File: config.mk
export PLATFORM = sky130hd
export DESIGN_NAME = mode_cfg_device_flat
export DESIGN_NICKNAME = d
export VERILOG_FILES = /design/src/rtl/mode_cfg_pkg.sv /design/src/rtl/mode_link_if.sv /design/src/rtl/mode_cfg_device.sv /design/src/flat_wrapper.sv
export VERILOG_INCLUDE_DIRS = /design/src /design/src/rtl
export SDC_FILE = /design/constraint.sdc
export NUM_CORES = 1
export LEC_CHECK = 0
export BUFFER_PORTS_ARGS = -buffer_cell sky130_fd_sc_hd__buf_2
export CORE_MARGIN = 4
export CORE_UTILIZATION = 50
export CTS_BUF_LIST = sky130_fd_sc_hd__clkbuf_8
export DETAILED_ROUTE_END_ITERATION = 8
export GPL_TIMING_DRIVEN = 0
export PLACE_DENSITY = 0.75
export SYNTH_ARGS = -nofsm -noshare
export SYNTH_HDL_FRONTEND = slang
export SYNTH_SLANG_ARGS = --single-unit
File: constraint.sdc
create_clock -name i_sys_clk -period 2.5 [get_ports i_sys_clk]
set_clock_uncertainty 0.2 [all_clocks]
set_input_delay 0.125 -clock i_sys_clk [delete_from_list [all_inputs] [get_ports i_sys_clk]]
set_output_delay 0.125 -clock i_sys_clk [all_outputs]
set_load 0.03 [all_outputs]
File: src/rtl/mode_cfg_defines.svh
// Constants for the mode register configuration link
`ifndef MODE_CFG_DEFINES_SVH
`define MODE_CFG_DEFINES_SVH
`define MR_WIDTH        22
`define MR_SEL_HI       20
`define MR_SEL_LO       18
`define MR_SEL_ZERO     3'h0
`define MR_SEL_ONE      3'h1
`define MR_SEL_BAD      3'h7
`define MR0_TEST_BIT    7
`define MR0_DLL_RST_BIT 8
`define MR0_CL_HI       6
`define MR0_CL_LO       2
`define MR0_WR_HI       11
`define MR0_WR_LO       9
`define MR1_QOFF_BIT    12
`define MR1_TERM_STROBE_PINS_BIT    11
`define MR1_RTT_HI      10
`define MR1_RTT_LO      8
`define MR1_WLEV_BIT    7
`define MR1_AL_HI       4
`define MR1_AL_LO       3
`define MR1_ODI_HI      2
`define MR1_ODI_LO      1
`define MR1_DLL_BIT     0
`define MR1_RESET       22'h000001
`define MR0_RESET       22'h000000
`define CL_BASE         6'h09
`define LOCK_TIME_NS    15360
`define SYS_CLK_MHZ     50
`define LOCK_CYCLES     ((`LOCK_TIME_NS * `SYS_CLK_MHZ) / 1000)
`define LINK_DIV        4
`endif

File: src/rtl/mode_cfg_pkg.sv
// Types shared by both ends of the mode register link
package mode_cfg_pkg;
    typedef logic [21:0] mr_word_t;
    typedef enum logic [1:0] {
        AL_ZERO,
        AL_CL_M1,
        AL_CL_M2,
        AL_RSVD
    } added_delay_e;
    typedef struct packed {
        logic       out_off;
        logic       term_strobe_pins;
        logic [2:0] nominal_termination;
        logic       write_level;
        logic [2:0] rx_equalizer;
        logic [1:0] added_delay;
        logic [1:0] drive_impedance;
        logic       dll_enable;
    } mode_one_s;
endpackage

File: src/rtl/mode_link_if.sv
// Command/address link between controller and memory device
`timescale 1ns/1ps
interface mode_link_if;
    logic        ck;
    logic        cke;
    logic        cs_n;
    logic        ras_n;
    logic        cas_n;
    logic        we_n;
    logic [1:0]  bg;
    logic [1:0]  ba;
    logic [17:0] addr;
    logic        odt;
    modport dev  (input ck, cke, cs_n, ras_n, cas_n, we_n, bg, ba, addr, odt);
    modport ctrl (output ck, cke, cs_n, ras_n, cas_n, we_n, bg, ba, addr,
                  odt);
endinterface

File: src/rtl/mode_cfg_device.sv
// Memory device end: mode register decode and loop state
`timescale 1ns/1ps
`include "mode_cfg_defines.svh"
module mode_cfg_device
    import mode_cfg_pkg::*;
#(
    parameter int LOCK_CYCLES = `LOCK_CYCLES
) (
    // Clock and reset
    input  wire logic       i_sys_clk,
    input  wire logic       i_resetn,
    input  wire logic       i_clk_en,
    // Link
    mode_link_if.dev        link,
    // Device state
    input  wire logic       i_self_refresh,
    input  wire logic       i_write_term_en,
    input  wire logic       i_wr_crc_fail,
    input  wire logic       i_dm_crc_en,
    output logic            o_out_off,
    output logic            o_term_strobe_pins,
    output logic [2:0]      o_nominal_termination,
    output logic [2:0]      o_term_applied,
    output logic            o_write_level,
    output logic [2:0]      o_rx_equalizer,
    output logic [1:0]      o_drive_impedance,
    output logic [5:0]      o_total_read_delay,
    output logic [4:0]      o_column_access_delay,
    output logic [2:0]      o_write_recovery,
    output logic            o_test_mode,
    output logic            o_dll_on,
    output logic            o_dll_locked,
    output logic            o_dll_reset_pulse,
    output logic            o_write_ok,
    output logic            o_write_discard
);
    // Two-stage sync of every link pin
    logic [28:0] sync1;
    logic [28:0] sync2;
    logic        ck_prev;
    mr_word_t    mode_reg_zero;
    mr_word_t    mode_reg_one;
    logic        dll_rst_req;
    logic [31:0] lock_cnt;

    always_ff @(posedge i_sys_clk or negedge i_resetn) begin
        if (!i_resetn) begin
            sync1 <= '0;
            sync2 <= '0;
        end else if (i_clk_en) begin
            sync1 <= {link.ck, link.cke, link.cs_n, link.ras_n, link.cas_n,
                      link.we_n, link.bg, link.ba, link.addr, link.odt};
            sync2 <= sync1;
        end
    end

    // Synced layout: ck 28, cke 27, strobes 26:23, bg 22:21, ba 20:19,
    // addr 18:1, odt 0
    logic        s_ck;
    logic        s_cke;
    logic        s_cmd_low;
    logic        s_odt;
    assign s_ck      = sync2[28];
    assign s_cke     = sync2[27];
    assign s_cmd_low = ~|sync2[26:23];
    assign s_odt     = sync2[0];

    // Address word: bg 21:20, ba 19:18, a17, a13..a0
    function automatic mr_word_t pack_word(input logic [1:0] bg,
                                           input logic [1:0] ba,
                                           input logic [17:0] a);
        pack_word = {bg, ba, a[17], 3'h0, a[13:0]};
    endfunction

    mr_word_t cmd_word;
    logic     ck_rise;
    logic     mrs_take;
    assign cmd_word = pack_word(sync2[22:21], sync2[20:19], sync2[18:1]);
    assign ck_rise  = s_ck & ~ck_prev;
    assign mrs_take = ck_rise & s_cke & s_cmd_low;

    always_ff @(posedge i_sys_clk or negedge i_resetn) begin
        if (!i_resetn) begin
            ck_prev <= 1'b0;
        end else if (i_clk_en) begin
            ck_prev <= s_ck;
        end
    end

    logic [2:0] sel;
    assign sel = cmd_word[`MR_SEL_HI:`MR_SEL_LO];

    always_ff @(posedge i_sys_clk or negedge i_resetn) begin
        if (!i_resetn) begin
            mode_reg_one  <= `MR1_RESET;
            mode_reg_zero <= `MR0_RESET;
        end else if (i_clk_en && mrs_take) begin
            if (sel == `MR_SEL_ONE) begin
                mode_reg_one <= cmd_word;
            end else if (sel == `MR_SEL_ZERO) begin
                mode_reg_zero <= cmd_word;
                mode_reg_zero[`MR0_DLL_RST_BIT] <= 1'b0;
            end
        end
    end

    // Loop reset pulse and lock counter
    always_ff @(posedge i_sys_clk or negedge i_resetn) begin
        if (!i_resetn) begin
            dll_rst_req <= 1'b0;
        end else if (i_clk_en) begin
            dll_rst_req <= mrs_take && sel == `MR_SEL_ZERO &&
                           cmd_word[`MR0_DLL_RST_BIT];
        end
    end

    always_ff @(posedge i_sys_clk or negedge i_resetn) begin
        if (!i_resetn) begin
            lock_cnt <= '0;
        end else if (i_clk_en) begin
            if (dll_rst_req || !o_dll_on) begin
                lock_cnt <= '0;
            end else if (lock_cnt < LOCK_CYCLES && ck_rise && s_cke) begin
                lock_cnt <= lock_cnt + 32'h1;
            end
        end
    end

    mode_one_s f;
    assign f = '{out_off:             mode_reg_one[`MR1_QOFF_BIT],
                 term_strobe_pins:    mode_reg_one[`MR1_TERM_STROBE_PINS_BIT],
                 nominal_termination: mode_reg_one[`MR1_RTT_HI:`MR1_RTT_LO],
                 write_level:         mode_reg_one[`MR1_WLEV_BIT],
                 rx_equalizer:        {mode_reg_one[13], mode_reg_one[6:5]},
                 added_delay:         mode_reg_one[`MR1_AL_HI:`MR1_AL_LO],
                 drive_impedance:     mode_reg_one[`MR1_ODI_HI:`MR1_ODI_LO],
                 dll_enable:          mode_reg_one[`MR1_DLL_BIT]};

    logic [4:0] cl;
    logic [4:0] al;
    assign cl = 5'(`CL_BASE) + 5'(mode_reg_zero[`MR0_CL_HI:`MR0_CL_LO]);
    always_comb begin
        case (added_delay_e'(f.added_delay))
            AL_CL_M1: al = cl - 5'h01;
            AL_CL_M2: al = cl - 5'h02;
            default:  al = 5'h00;
        endcase
    end

    always_ff @(posedge i_sys_clk or negedge i_resetn) begin
        if (!i_resetn) begin
            o_out_off             <= 1'b0;
            o_term_strobe_pins    <= 1'b0;
            o_nominal_termination <= 3'h0;
            o_term_applied        <= 3'h0;
            o_write_level         <= 1'b0;
            o_rx_equalizer        <= 3'h0;
            o_drive_impedance     <= 2'h0;
            o_total_read_delay    <= 6'h00;
            o_column_access_delay <= 5'h00;
            o_write_recovery      <= 3'h0;
            o_test_mode           <= 1'b0;
            o_dll_on              <= 1'b0;
            o_dll_locked          <= 1'b0;
            o_dll_reset_pulse     <= 1'b0;
            o_write_ok            <= 1'b0;
            o_write_discard       <= 1'b0;
        end else if (i_clk_en) begin
            o_out_off             <= f.out_off;
            o_term_strobe_pins    <= f.term_strobe_pins;
            o_nominal_termination <= f.nominal_termination;
            o_term_applied        <= (f.out_off || !o_dll_on || !s_odt) ?
                                     3'h0 : f.nominal_termination;
            o_write_level         <= f.write_level;
            o_rx_equalizer        <= f.rx_equalizer;
            o_drive_impedance     <= f.drive_impedance;
            o_column_access_delay <= cl;
            o_total_read_delay    <= 6'(al) + 6'(cl);
            o_write_recovery      <= mode_reg_zero[`MR0_WR_HI:`MR0_WR_LO];
            o_test_mode           <= mode_reg_zero[`MR0_TEST_BIT];
            o_dll_on              <= f.dll_enable && !i_self_refresh;
            o_dll_locked          <= o_dll_on && !dll_rst_req &&
                                     lock_cnt >= LOCK_CYCLES;
            o_dll_reset_pulse     <= dll_rst_req;
            o_write_ok            <= !(i_dm_crc_en && i_wr_crc_fail) &&
                                     (!i_write_term_en || o_dll_on);
            o_write_discard       <= i_dm_crc_en && i_wr_crc_fail;
        end
    end
endmodule // mode_cfg_device

File: src/flat_wrapper.sv
// flat-port wrapper written by rule: the top's interface ports become plain ports
module mode_cfg_device_flat import mode_cfg_pkg::*;
#(
    parameter int LOCK_CYCLES = `LOCK_CYCLES
)
  (i_sys_clk, i_resetn, i_clk_en, i_self_refresh, i_write_term_en, i_wr_crc_fail, i_dm_crc_en, o_out_off, o_term_strobe_pins, o_nominal_termination, o_term_applied, o_write_level, o_rx_equalizer, o_drive_impedance, o_total_read_delay, o_column_access_delay, o_write_recovery, o_test_mode, o_dll_on, o_dll_locked, o_dll_reset_pulse, o_write_ok, o_write_discard, link_ck, link_cke, link_cs_n, link_ras_n, link_cas_n, link_we_n, link_bg, link_ba, link_addr, link_odt);
  mode_link_if link_i ();
  input  wire logic i_sys_clk;
  input  wire logic i_resetn;
  input  wire logic i_clk_en;
  input  wire logic i_self_refresh;
  input  wire logic i_write_term_en;
  input  wire logic i_wr_crc_fail;
  input  wire logic i_dm_crc_en;
  output logic o_out_off;
  output logic o_term_strobe_pins;
  output logic [2:0] o_nominal_termination;
  output logic [2:0] o_term_applied;
  output logic o_write_level;
  output logic [2:0] o_rx_equalizer;
  output logic [1:0] o_drive_impedance;
  output logic [5:0] o_total_read_delay;
  output logic [4:0] o_column_access_delay;
  output logic [2:0] o_write_recovery;
  output logic o_test_mode;
  output logic o_dll_on;
  output logic o_dll_locked;
  output logic o_dll_reset_pulse;
  output logic o_write_ok;
  output logic o_write_discard;
  input wire logic [$bits(link_i.ck)-1:0] link_ck;
  input wire logic [$bits(link_i.cke)-1:0] link_cke;
  input wire logic [$bits(link_i.cs_n)-1:0] link_cs_n;
  input wire logic [$bits(link_i.ras_n)-1:0] link_ras_n;
  input wire logic [$bits(link_i.cas_n)-1:0] link_cas_n;
  input wire logic [$bits(link_i.we_n)-1:0] link_we_n;
  input wire logic [$bits(link_i.bg)-1:0] link_bg;
  input wire logic [$bits(link_i.ba)-1:0] link_ba;
  input wire logic [$bits(link_i.addr)-1:0] link_addr;
  input wire logic [$bits(link_i.odt)-1:0] link_odt;
  assign link_i.ck = link_ck;
  assign link_i.cke = link_cke;
  assign link_i.cs_n = link_cs_n;
  assign link_i.ras_n = link_ras_n;
  assign link_i.cas_n = link_cas_n;
  assign link_i.we_n = link_we_n;
  assign link_i.bg = link_bg;
  assign link_i.ba = link_ba;
  assign link_i.addr = link_addr;
  assign link_i.odt = link_odt;
  mode_cfg_device #(.LOCK_CYCLES(LOCK_CYCLES)) u_core (.i_sys_clk(i_sys_clk), .i_resetn(i_resetn), .i_clk_en(i_clk_en), .link(link_i), .i_self_refresh(i_self_refresh), .i_write_term_en(i_write_term_en), .i_wr_crc_fail(i_wr_crc_fail), .i_dm_crc_en(i_dm_crc_en), .o_out_off(o_out_off), .o_term_strobe_pins(o_term_strobe_pins), .o_nominal_termination(o_nominal_termination), .o_term_applied(o_term_applied), .o_write_level(o_write_level), .o_rx_equalizer(o_rx_equalizer), .o_drive_impedance(o_drive_impedance), .o_total_read_delay(o_total_read_delay), .o_column_access_delay(o_column_access_delay), .o_write_recovery(o_write_recovery), .o_test_mode(o_test_mode), .o_dll_on(o_dll_on), .o_dll_locked(o_dll_locked), .o_dll_reset_pulse(o_dll_reset_pulse), .o_write_ok(o_write_ok), .o_write_discard(o_write_discard));
endmodule
After elaboration in Yosys (flattened, before gate mapping)
Index checks and enable logic that the tools add are counted.
{"block": "totals", "regBits": 151, "latchBits": 0, "ram_bits": 0, "rom_bits": 0, "out_inout_bits": 34, "memories": 0}
{"block": "classes", "addsub": 5, "multipliers": 0, "div": 0, "order_cmp": 2, "n_eq_ne": 3, "shifts": 0, "n_mux": 4, "bitwise": 5, "n_reduce_logical": 27}
{"op": "two-way mux 32 bit", "n": 2}
{"op": "adder 32 x 1 -> 32 bit (second input constant)", "n": 1}
{"op": "greater-or-equal comparator 32 x 10 -> 1 bit (second input constant)", "n": 1}
{"op": "< comparator 32 x 10 -> 1 bit (second input constant)", "n": 1}
{"op": "logical AND 1 bit", "n": 10}
{"op": "one-hot mux 5 bit (2 select lines)", "n": 1}
{"op": "logical NOT 1 bit", "n": 7}
{"op": "adder 5 x 5 -> 6 bit", "n": 1}
{"op": "adder 4 x 5 -> 5 bit (first input constant)", "n": 1}
{"op": "subtractor 5 x 1 -> 5 bit (second input constant)", "n": 1}
{"op": "subtractor 5 x 2 -> 5 bit (second input constant)", "n": 1}
{"op": "logical OR 1 bit", "n": 4}
{"op": "AND reduction 2 bit", "n": 2}
{"op": "OR reduction 4 bit", "n": 1}
{"op": "bitwise AND 1 bit", "n": 3}
{"op": "equality test 3 x 1 -> 1 bit (second input constant)", "n": 1}
{"op": "logical NOT 3 bit", "n": 1}
{"op": "two-way mux 3 bit", "n": 1}
{"op": "AND reduction 3 bit", "n": 1}
{"op": "equality test 2 x 1 -> 1 bit (second input constant)", "n": 1}
{"op": "equality test 2 bit (second input constant)", "n": 1}
{"op": "NOT 1 bit", "n": 2}
{"op": "nonzero test 2 bit", "n": 1}

Logic depth before layout (Yosys ltp)
Gate-level depths: netlist of the first run.
{"block": "logic_depth", "word_depth": 6, "mapped_depth": 10, "depth_no_buf": 10}

Least setup slack after synthesis of the first run
OpenSTA, ideal clock, no wires.
{"block": "synth_path", "path_type": "reg-to-reg", "start": "reg u_core.mode_reg_zero[3]", "end": "reg u_core.o_total_read_delay[4]", "setup_time_ns": 0.125, "t_arrival_ns": 2.275, "required_ns": 2.175, "setup_slack_ns": -0.100, "path_stages_with_launch": 11, "cell_sequence": "dfrtp_1 > ha_1 > xor2_1 > a21oi_1 > nor2b_1 > o21a_1 > ha_1 > a21o_1 > a21oi_1 > xnor2_1 > mux2_2"}
{"block": "synth_via", "elab_chain_cells": 4, "word_cells_on_any_way": 5, "classes_between": "add/sub (4); mux (1)"}
{"item": "from (decl)", "line_no": "mode_cfg_device.sv:41", "text": "mr_word_t mode_reg_zero;"}
{"item": "from (signal assigned)", "line_no": "mode_cfg_device.sv:96", "text": "mode_reg_zero <= `MR0_RESET;"}
{"item": "from (signal assigned)", "line_no": "mode_cfg_device.sv:101", "text": "mode_reg_zero <= cmd_word;"}
{"item": "adder 4 x 5 -> 5 bit (*)", "line_no": "mode_cfg_device.sv:141", "text": "assign cl = 5'(`CL_BASE) + 5'(mode_reg_zero[`MR0_CL_HI:`MR0_CL_LO]);"}
{"item": "named net u_core.cl[1]", "line_no": "mode_cfg_device.sv:139", "text": "logic [4:0] cl;"}
{"item": "subtractor 5 x 2 -> 5 bit or subtractor 5 x 1 -> 5 bit (tied branches)", "line_no": "mode_cfg_device.sv:145, mode_cfg_device.sv:144"}
{"item": "one-hot mux 5 bit (2 select lines)", "line_no": "mode_cfg_device.sv:143", "text": "case (added_delay_e'(f.added_delay))"}
{"item": "adder 5 x 5 -> 6 bit (*)", "line_no": "mode_cfg_device.sv:178", "text": "o_total_read_delay <= 6'(al) + 6'(cl);"}
{"item": "to (signal assigned)", "line_no": "mode_cfg_device.sv:178"}
{"item": "to (decl)", "line_no": "mode_cfg_device.sv:27", "text": "output logic [5:0] o_total_read_delay,"}
Mark *: on every way through the listed nets, which the timed path passes. The rest lies on a longest branch.
A chain may end at the register's enable or synchronous reset.

Worst setup path in the final report of the first run
{"block": "layout_path", "start": "reg u_core.mode_reg_zero[3]", "end": "reg u_core.o_total_read_delay[5]"}
Same word-level chain as after synthesis.

==> impl_metrics.csv, run 1 <==
group,metric,value,unit
run_status,status,"finished with violations",
run_status,violations,"negative setup slack",
pwr,p_comb_share,10.7,%
grt,grt_overflow,0,
critical_path,start_kind,"flop",
pwr,clock_power_share,37.2,%
grt,grt_pass1_wl,19200,um
grt,grt_antenna_before_repair,0,
critical_path,critPathSlowestCell,"dfrtp_2",
floorplanning,core,11400,um^2
cells_and_area,nFillCells,869,
sta,setup_violations,3,
critical_path,crit_type,"flop to flop",
sta,holdWs,0.250,ns
critical_path,crit_path_frequent_cell,"o21a_1",
synth,synth-seq-area-share,59.7,%
cells_and_area,num_antenna_cells,0,
pwr,p_per_area,657,nW/um^2
clock_network,clock-sinks,139,
route,drtIter0Drc,202,
sta,setup_tns,-0.126,ns
min_path,whs_path_depth,3,
route,drt-total-wl,11700,um
pwr,power.net_switching,1.27,mW
critical_path,worstRegToRegCells,9,
sta,setup_ws,-0.0646,ns
route,vias_per_cell,5.31,
pwr,p_sw_share,26.5,%
min_path,hold_path.class,"input port to flop",
min_path,worstHoldStart,"link_addr[6]",
pwr,p_leak,3.45,nW
clock_network,numCtsBuffers,17,
clock_network,htreeDepth,4,
cells_and_area,drive_above_1_share,39.6,%
synth,netlist_area,5830,um^2
pwr,vdd_drop_max,358,uV
floorplanning,die-area,13400,um^2
synth,yosys_most_used_dff,"dfrtp_1",
sta,rsz0062_at_grt,"yes",
cells_and_area,area_growth,24.8,%
floorplanning,pin_count,70,
critical_path,endpoint_kind,"flop",
critical_path,worst_ep_required_time,2.62,ns
synth,synth_cells,425,
critical_path,crit_family,"compound AO/OA/AOI/OAI gates",
critical_path,path_buf_inv,0,
cells_and_area,utilization,63.7,%
critical_path,rr_endpoint,"u_core.o_total_read_delay[5]",
floorplanning,die_w,116,um
floorplanning,start_util,51.0,%
route,antenna_left,0,
cells_and_area,multi_input_area,2340,um^2
critical_path,worst_r2r_startpoint,"u_core.mode_reg_zero[3]",
sta,relSlewSlack,51.7,%
synth,yosys_warnings,0,
synth,synth.distinct_cells,58,
critical_path,cp_cell_sequence,"ha_4 -> xor2_2 -> a21oi_2 -> nor2_2 -> ha_1 -> and3b_1 -> o21a_1 -> o21a_1 -> o41a_1",
cells_and_area,final_common_cell,"dfrtp_1",
sta,slew_viol_final,0,
sta,fmax,0.390,GHz
pwr,intPower,3.51,mW
grt,grt_pass1_vias,3877,
grt,grt_use_total,18.2,%
placed_design,dp_hpwl,7770,um
floorplanning,die_h,116,um
grt,grt_max_degree,102,
floorplanning,rows,39,
cells_and_area,seq_area,3480,um^2
synth,synth.avg_cell_area,13.7,um^2
critical_path,worstPathArrival,2.68,ns
cells_and_area,final_cell_mix,"136 x dfrtp_1, 77 x mux2_2, 71 x buf_2",
critical_path,cp_slowest_stage_delay,0.45,ns
clock_network,clk_latency,0.43,ns
sta,finalCritPeriodShare,103,%
critical_path,cp_max_fo,6,
pwr,total_power,4.78,mW
clock_network,tritoncts,"built",
placed_design,gp_congestion,0.740,
route,num_vias,3737,
route,first_pass_iters,5,
route,wl_per_cell,16.6,um
synth,synth_seq_cells,139,
flow_run,max_cap_violations,0,
cells_and_area,fin_nets,594,
synth,synth_fp_nets,471,
sta,min_period,2.56,ns
cells_and_area,final_cell_area,7270,um^2
sta,finalHoldViolations,0,
clock_network,cts-root-buf,"clkbuf_8",
placed_design,place_area,6370,um^2
synth,async_reset_ff_share,100,%
route,drc,0,
synth,synth_edf_count,0,
sta,tightest_slew,0.725,ns
critical_path,rrSetupSlack,-0.06,ns
clock_network,cts_buffer_depth,2,
placed_design,io_buffers,64,
pwr,power_frac_seq,52.1,%
min_path,holdPathEnd,"u_core.sync1[7]",
clock_network,clk_pin_slew,0.09,ns
[cells in the mapped netlist, drive strengths merged (2+ instances only)]
cell / n / area share, %
o41a: 2 / 0.39
o21a: 4 / 0.52
nand3: 8 / 0.69
a21o: 4 / 0.52
mux2: 91 / 18
inv: 13 / 0.84
nor4: 8 / 1.8
o31ai: 3 / 0.39
or4: 2 / 0.26
nor2: 11 / 0.84
mux2i: 2 / 0.34
or2: 2 / 0.21
o21ai: 8 / 0.69
buf: 11 / 0.97
nand4: 5 / 0.75
clkbuf: 6 / 0.39
and4: 2 / 0.30
and2: 24 / 2.6
o2bb2ai: 3 / 0.45
nand2: 15 / 0.97
nor3: 4 / 0.34
a211oi: 2 / 0.34
nand2b: 4 / 0.43
a21oi: 7 / 0.60
dfrtp: 138 / 59
ha: 9 / 1.9
nor2b: 5 / 0.54
a21boi: 4 / 0.52
xor2: 4 / 0.60
xnor2: 5 / 0.75
[worst max-delay path by stage]
stage | endpoint | start | cells past startpoint
final | u_core.o_total_read_delay[5] | u_core.mode_reg_zero[3] | 9
after global routing | u_core.o_total_read_delay[5] | u_core.mode_reg_zero[3] | 9
after CTS | u_core.o_total_read_delay[5] | u_core.mode_reg_zero[3] | 9
after detailed placement | u_core.o_total_read_delay[4] | u_core.mode_reg_zero[2] | 9
after global placement | u_core.sync1[24] | i_resetn | 1
after floorplan | u_core.o_total_read_delay[4] | u_core.mode_reg_zero[2] | 8
[per-layer routing]
layer / part of all wire (%) / up-vias / track usage, %
li1: - / 1751 / -
met1: 45 / 1881 / 24.9
met2: 49 / 86 / 29.7
met3: 3.9 / 19 / 4.18
met4: 1.7 / 0 / 5.03
met5: 0 / - / 0
[worst register-to-register path, stage by stage, from the launching register on]
cell and delay, ns:
dfrtp_2 0.45, ha_4 0.34, xor2_2 0.17, a21oi_2 0.08, nor2_2 0.14, ha_1 0.25
and3b_1 0.16, o21a_1 0.17, o21a_1 0.18, o41a_1 0.31
[power by group through the flow]
stage	clock network [mW]	logic, mW	registers (mW)
floorplan	0	0.233	2.56
detailed placement	0	0.449	2.53
CTS	1.80	0.504	2.49
global placement	0	0.430	2.52
finish	1.78	0.513	2.49
global route	1.91	0.564	2.50
[through the flow]
stage | worst slack [ns] | std cells
6_report | -0.0646 | 704
2_1_floorplan | 0.0142 | 425
3_5_place_dp | -0.271 | 633
4_1_cts | -0.0766 | 703
5_1_grt | -0.177 | 704
3_3_place_gp | -0.700 | 632
[cell families (layout without fill, tap and decap cells)]
group                    after synthesis  in the layout  share of synthesized area, %
AO/OA/AOI/OAI                         47             47                          5.91
XOR/XNOR                               9              9                          1.35
buffers and inverters                 30            166                          2.19
flip-flops                           139            139                          59.7
adder cells (fa/ha/maj)               10             10                          2.28
multiplexers                          93             93                          17.9
AND/OR/NAND/NOR                       97             97                          10.6
[flip-flops by register name (all words and copies together), names as in the netlist]
register / flops
u_core.mode_reg_one: 14
u_core.dll_rst_req: 1
u_core.o_term_strobe_pins: 1
u_core.o_test_mode: 1
u_core.o_rx_equalizer: 3
u_core.sync2: 24
u_core.o_dll_locked: 1
u_core.o_total_read_delay: 6
u_core.o_column_access_delay: 5
u_core.sync1: 24
u_core.mode_reg_zero: 9
u_core.o_write_recovery: 3
u_core.ck_prev: 1
u_core.o_dll_reset_pulse: 1
u_core.o_dll_on: 1
u_core.o_write_level: 1
u_core.o_term_applied: 3
u_core.o_write_ok: 1
u_core.o_drive_impedance: 2
u_core.o_out_off: 1
u_core.lock_cnt: 32
u_core.o_nominal_termination: 3
u_core.o_write_discard: 1
[cell type report]
type | count | area share, %
timing repair buffer | 104 | 10.2
sequential | 139 | 47.9
clock inverter | 13 | 1.79
clock buffer | 19 | 3.60
tap | 143 | 2.46
multi-input combinational | 256 | 32.2
inverter | 13 | 0.671
buffer | 17 | 1.17
[timing repair]
action                                  CTS  global route
gates resized for setup                   8            12
pin swaps                                 2             6
hold buffers                             33             0
endpoints found under the setup margin    3             3
hold endpoints to repair                167             0
setup buffers                             5             1
Power figures use the tool's default switching activity.
==> run 2: changes to the inputs <==
--- a/config.mk
+++ b/config.mk
@@ -13,6 +13,7 @@
 export DETAILED_ROUTE_END_ITERATION = 8
 export GPL_TIMING_DRIVEN = 0
 export PLACE_DENSITY = 0.75
+export SKIP_CTS_REPAIR_TIMING = 1
 export SYNTH_ARGS = -nofsm -noshare
 export SYNTH_HDL_FRONTEND = slang
 export SYNTH_SLANG_ARGS = --single-unit
==> run 2 against run 1 <==
Effect of this change:
- the run still ends with negative setup slack left
- wire length is 1.1% lower
- via count is 0.43% lower
- worst hold slack worse by 0.25 ns
- final cell count is 0.28% lower
- sequential share of layout area is 0.24 points higher
- maximum frequency is 0.30% lower
- critical endpoint is now u_core.o_total_read_delay[4]
==> impl_metrics.csv, run 2 (synthesis gave the netlist of run 1 again) <==
group,metric,value,unit
critical_path,worst_r2r_startpoint,"u_core.mode_reg_zero[3]",
pwr,vdd_drop_max,356,uV
route,wl_per_cell,16.5,um
critical_path,cp_max_fo,4,
cells_and_area,num_antenna_cells,0,
floorplanning,pin_count,70,
cells_and_area,nFillCells,864,
critical_path,rrSetupSlack,-0.07,ns
cells_and_area,area_growth,24.1,%
route,drc,0,
min_path,hold_path.class,"input port to asynchronous set/reset pin",
clock_network,clk_pin_slew,0.09,ns
floorplanning,die_w,116,um
placed_design,dpl_worst_slack,-0.271,ns
grt,grt_max_degree,102,
grt,grt_antenna_before_repair,0,
route,first_pass_iters,6,
clock_network,numCtsBuffers,17,
sta,relSlewSlack,50.5,%
placed_design,placed_cells,633,
placed_design,dp_hpwl,7770,um
sta,setup_violations,2,
cells_and_area,regMostFlops,"u_core.lock_cnt",
grt,grt_overflow,0,
cells_and_area,stdcell_count,702,
clock_network,clock-sinks,139,
pwr,p_leak,3.44,nW
sta,finalHoldViolations,0,
critical_path,rr_endpoint,"u_core.o_total_read_delay[4]",
flow_run,max_cap_violations,0,
clock_network,cts_buffer_depth,2,
route,num_vias,3721,
cells_and_area,final_cell_mix,"136 x dfrtp_1, 77 x mux2_2, 71 x buf_2",
run_status,violations,"negative setup slack",
sta,rsz0062_at_grt,"yes",
sta,fmax,0.389,GHz
route,vias_per_cell,5.30,
critical_path,worst_ep_required_time,2.63,ns
sta,setup_ws,-0.0722,ns
sta,finalCritPeriodShare,103,%
placed_design,gp_congestion,0.740,
grt,grt_pass1_vias,3728,
cells_and_area,final_common_cell,"dfrtp_1",
clock_network,clk_latency,0.43,ns
pwr,p_per_area,660,nW/um^2
grt,grt_use_total,17.7,%
clock_network,htreeDepth,4,
floorplanning,die-area,13400,um^2
sta,setup_tns,-0.141,ns
clock_network,cts-root-buf,"clkbuf_8",
critical_path,start_kind,"flop",
route,antenna_left,0,
cells_and_area,drive_above_1_share,39.4,%
floorplanning,rows,39,
sta,tightest_slew,0.742,ns
run_status,status,"finished with violations",
critical_path,endpoint_kind,"flop",
placed_design,io_buffers,64,
floorplanning,die_h,116,um
cells_and_area,final_cell_area,7230,um^2
cells_and_area,largestRegisters,"u_core.lock_cnt x32, u_core.sync1 x24, u_core.sync2 x24",
cells_and_area,largest_reg_flops,32,
route,drt-total-wl,11600,um
sta,min_period,2.57,ns
sta,holdWs,0.000475,ns
critical_path,crit_type,"flop to flop",
critical_path,worstRegToRegCells,8,
floorplanning,start_util,51.0,%
grt,grt_pass1_wl,18600,um
sta,slew_viol_final,0,
floorplanning,core,11400,um^2
placed_design,place_area,6370,um^2
critical_path,worstPathArrival,2.70,ns
cells_and_area,seq_area,3480,um^2
cells_and_area,fin_nets,592,
clock_network,tritoncts,"built",
route,drtIter0Drc,191,
cells_and_area,multi_input_area,2330,um^2
-- run 2: per-layer routing --
| layer | GRT usage [%] | vias to the layer above | wire length [um] |
|---|---|---|---|
| li1 | - | 1747 | - |
| met1 | 24.3 | 1878 | 5230 |
| met2 | 28.1 | 78 | 5690 |
| met3 | 4.44 | 18 | 416 |
| met4 | 5.41 | 0 | 211 |
| met5 | 0 | - | 0 |
-- run 2: critical path, cell delays in order, from the launching register on --
cell      delay, ns
dfrtp_2        0.42
ha_4           0.21
a21oi_1        0.10
xnor2_1        0.49
nor4bb_1       0.12
a311o_1        0.34
ha_4           0.29
xnor2_1        0.06
mux2_2         0.25
-- run 2: worst max path at each step --
stage,start,to,slack (ns),cells after the start
floorplan,u_core.mode_reg_zero[2],u_core.o_total_read_delay[4],0.01,8
global placement,i_resetn,u_core.sync1[24],-0.70,1
detailed placement,u_core.mode_reg_zero[2],u_core.o_total_read_delay[4],-0.27,9
CTS,u_core.mode_reg_zero[2],u_core.o_total_read_delay[4],-0.28,9
global route,u_core.mode_reg_zero[2],u_core.o_total_read_delay[4],-0.19,8
finish,u_core.mode_reg_zero[3],u_core.o_total_read_delay[4],-0.07,8
-- run 2: through the flow --
step | power, mW | util (%)
after floorplan | 2.79 | -
after global routing | 4.97 | 63.3
after detailed placement | 2.98 | 55.8
final | 4.77 | 63.3
after CTS | 4.74 | 59.2
after global placement | 2.95 | 55.5
-- run 2: area by class of cell --
class / instances / area share [%]
clock buffer: 19 / 3.62
inverter: 13 / 0.675
buffer: 17 / 1.18
sequential: 139 / 48.1
multi-input combinational: 256 / 32.2
tap: 143 / 2.47
timing repair buffer: 102 / 9.95
clock inverter: 13 / 1.80
-- run 2: power by group --
group          internal, mW  switching (mW)
clock                 0.865           0.917
sequential             2.39          0.0911
combinational         0.248           0.259
total                  3.51            1.27
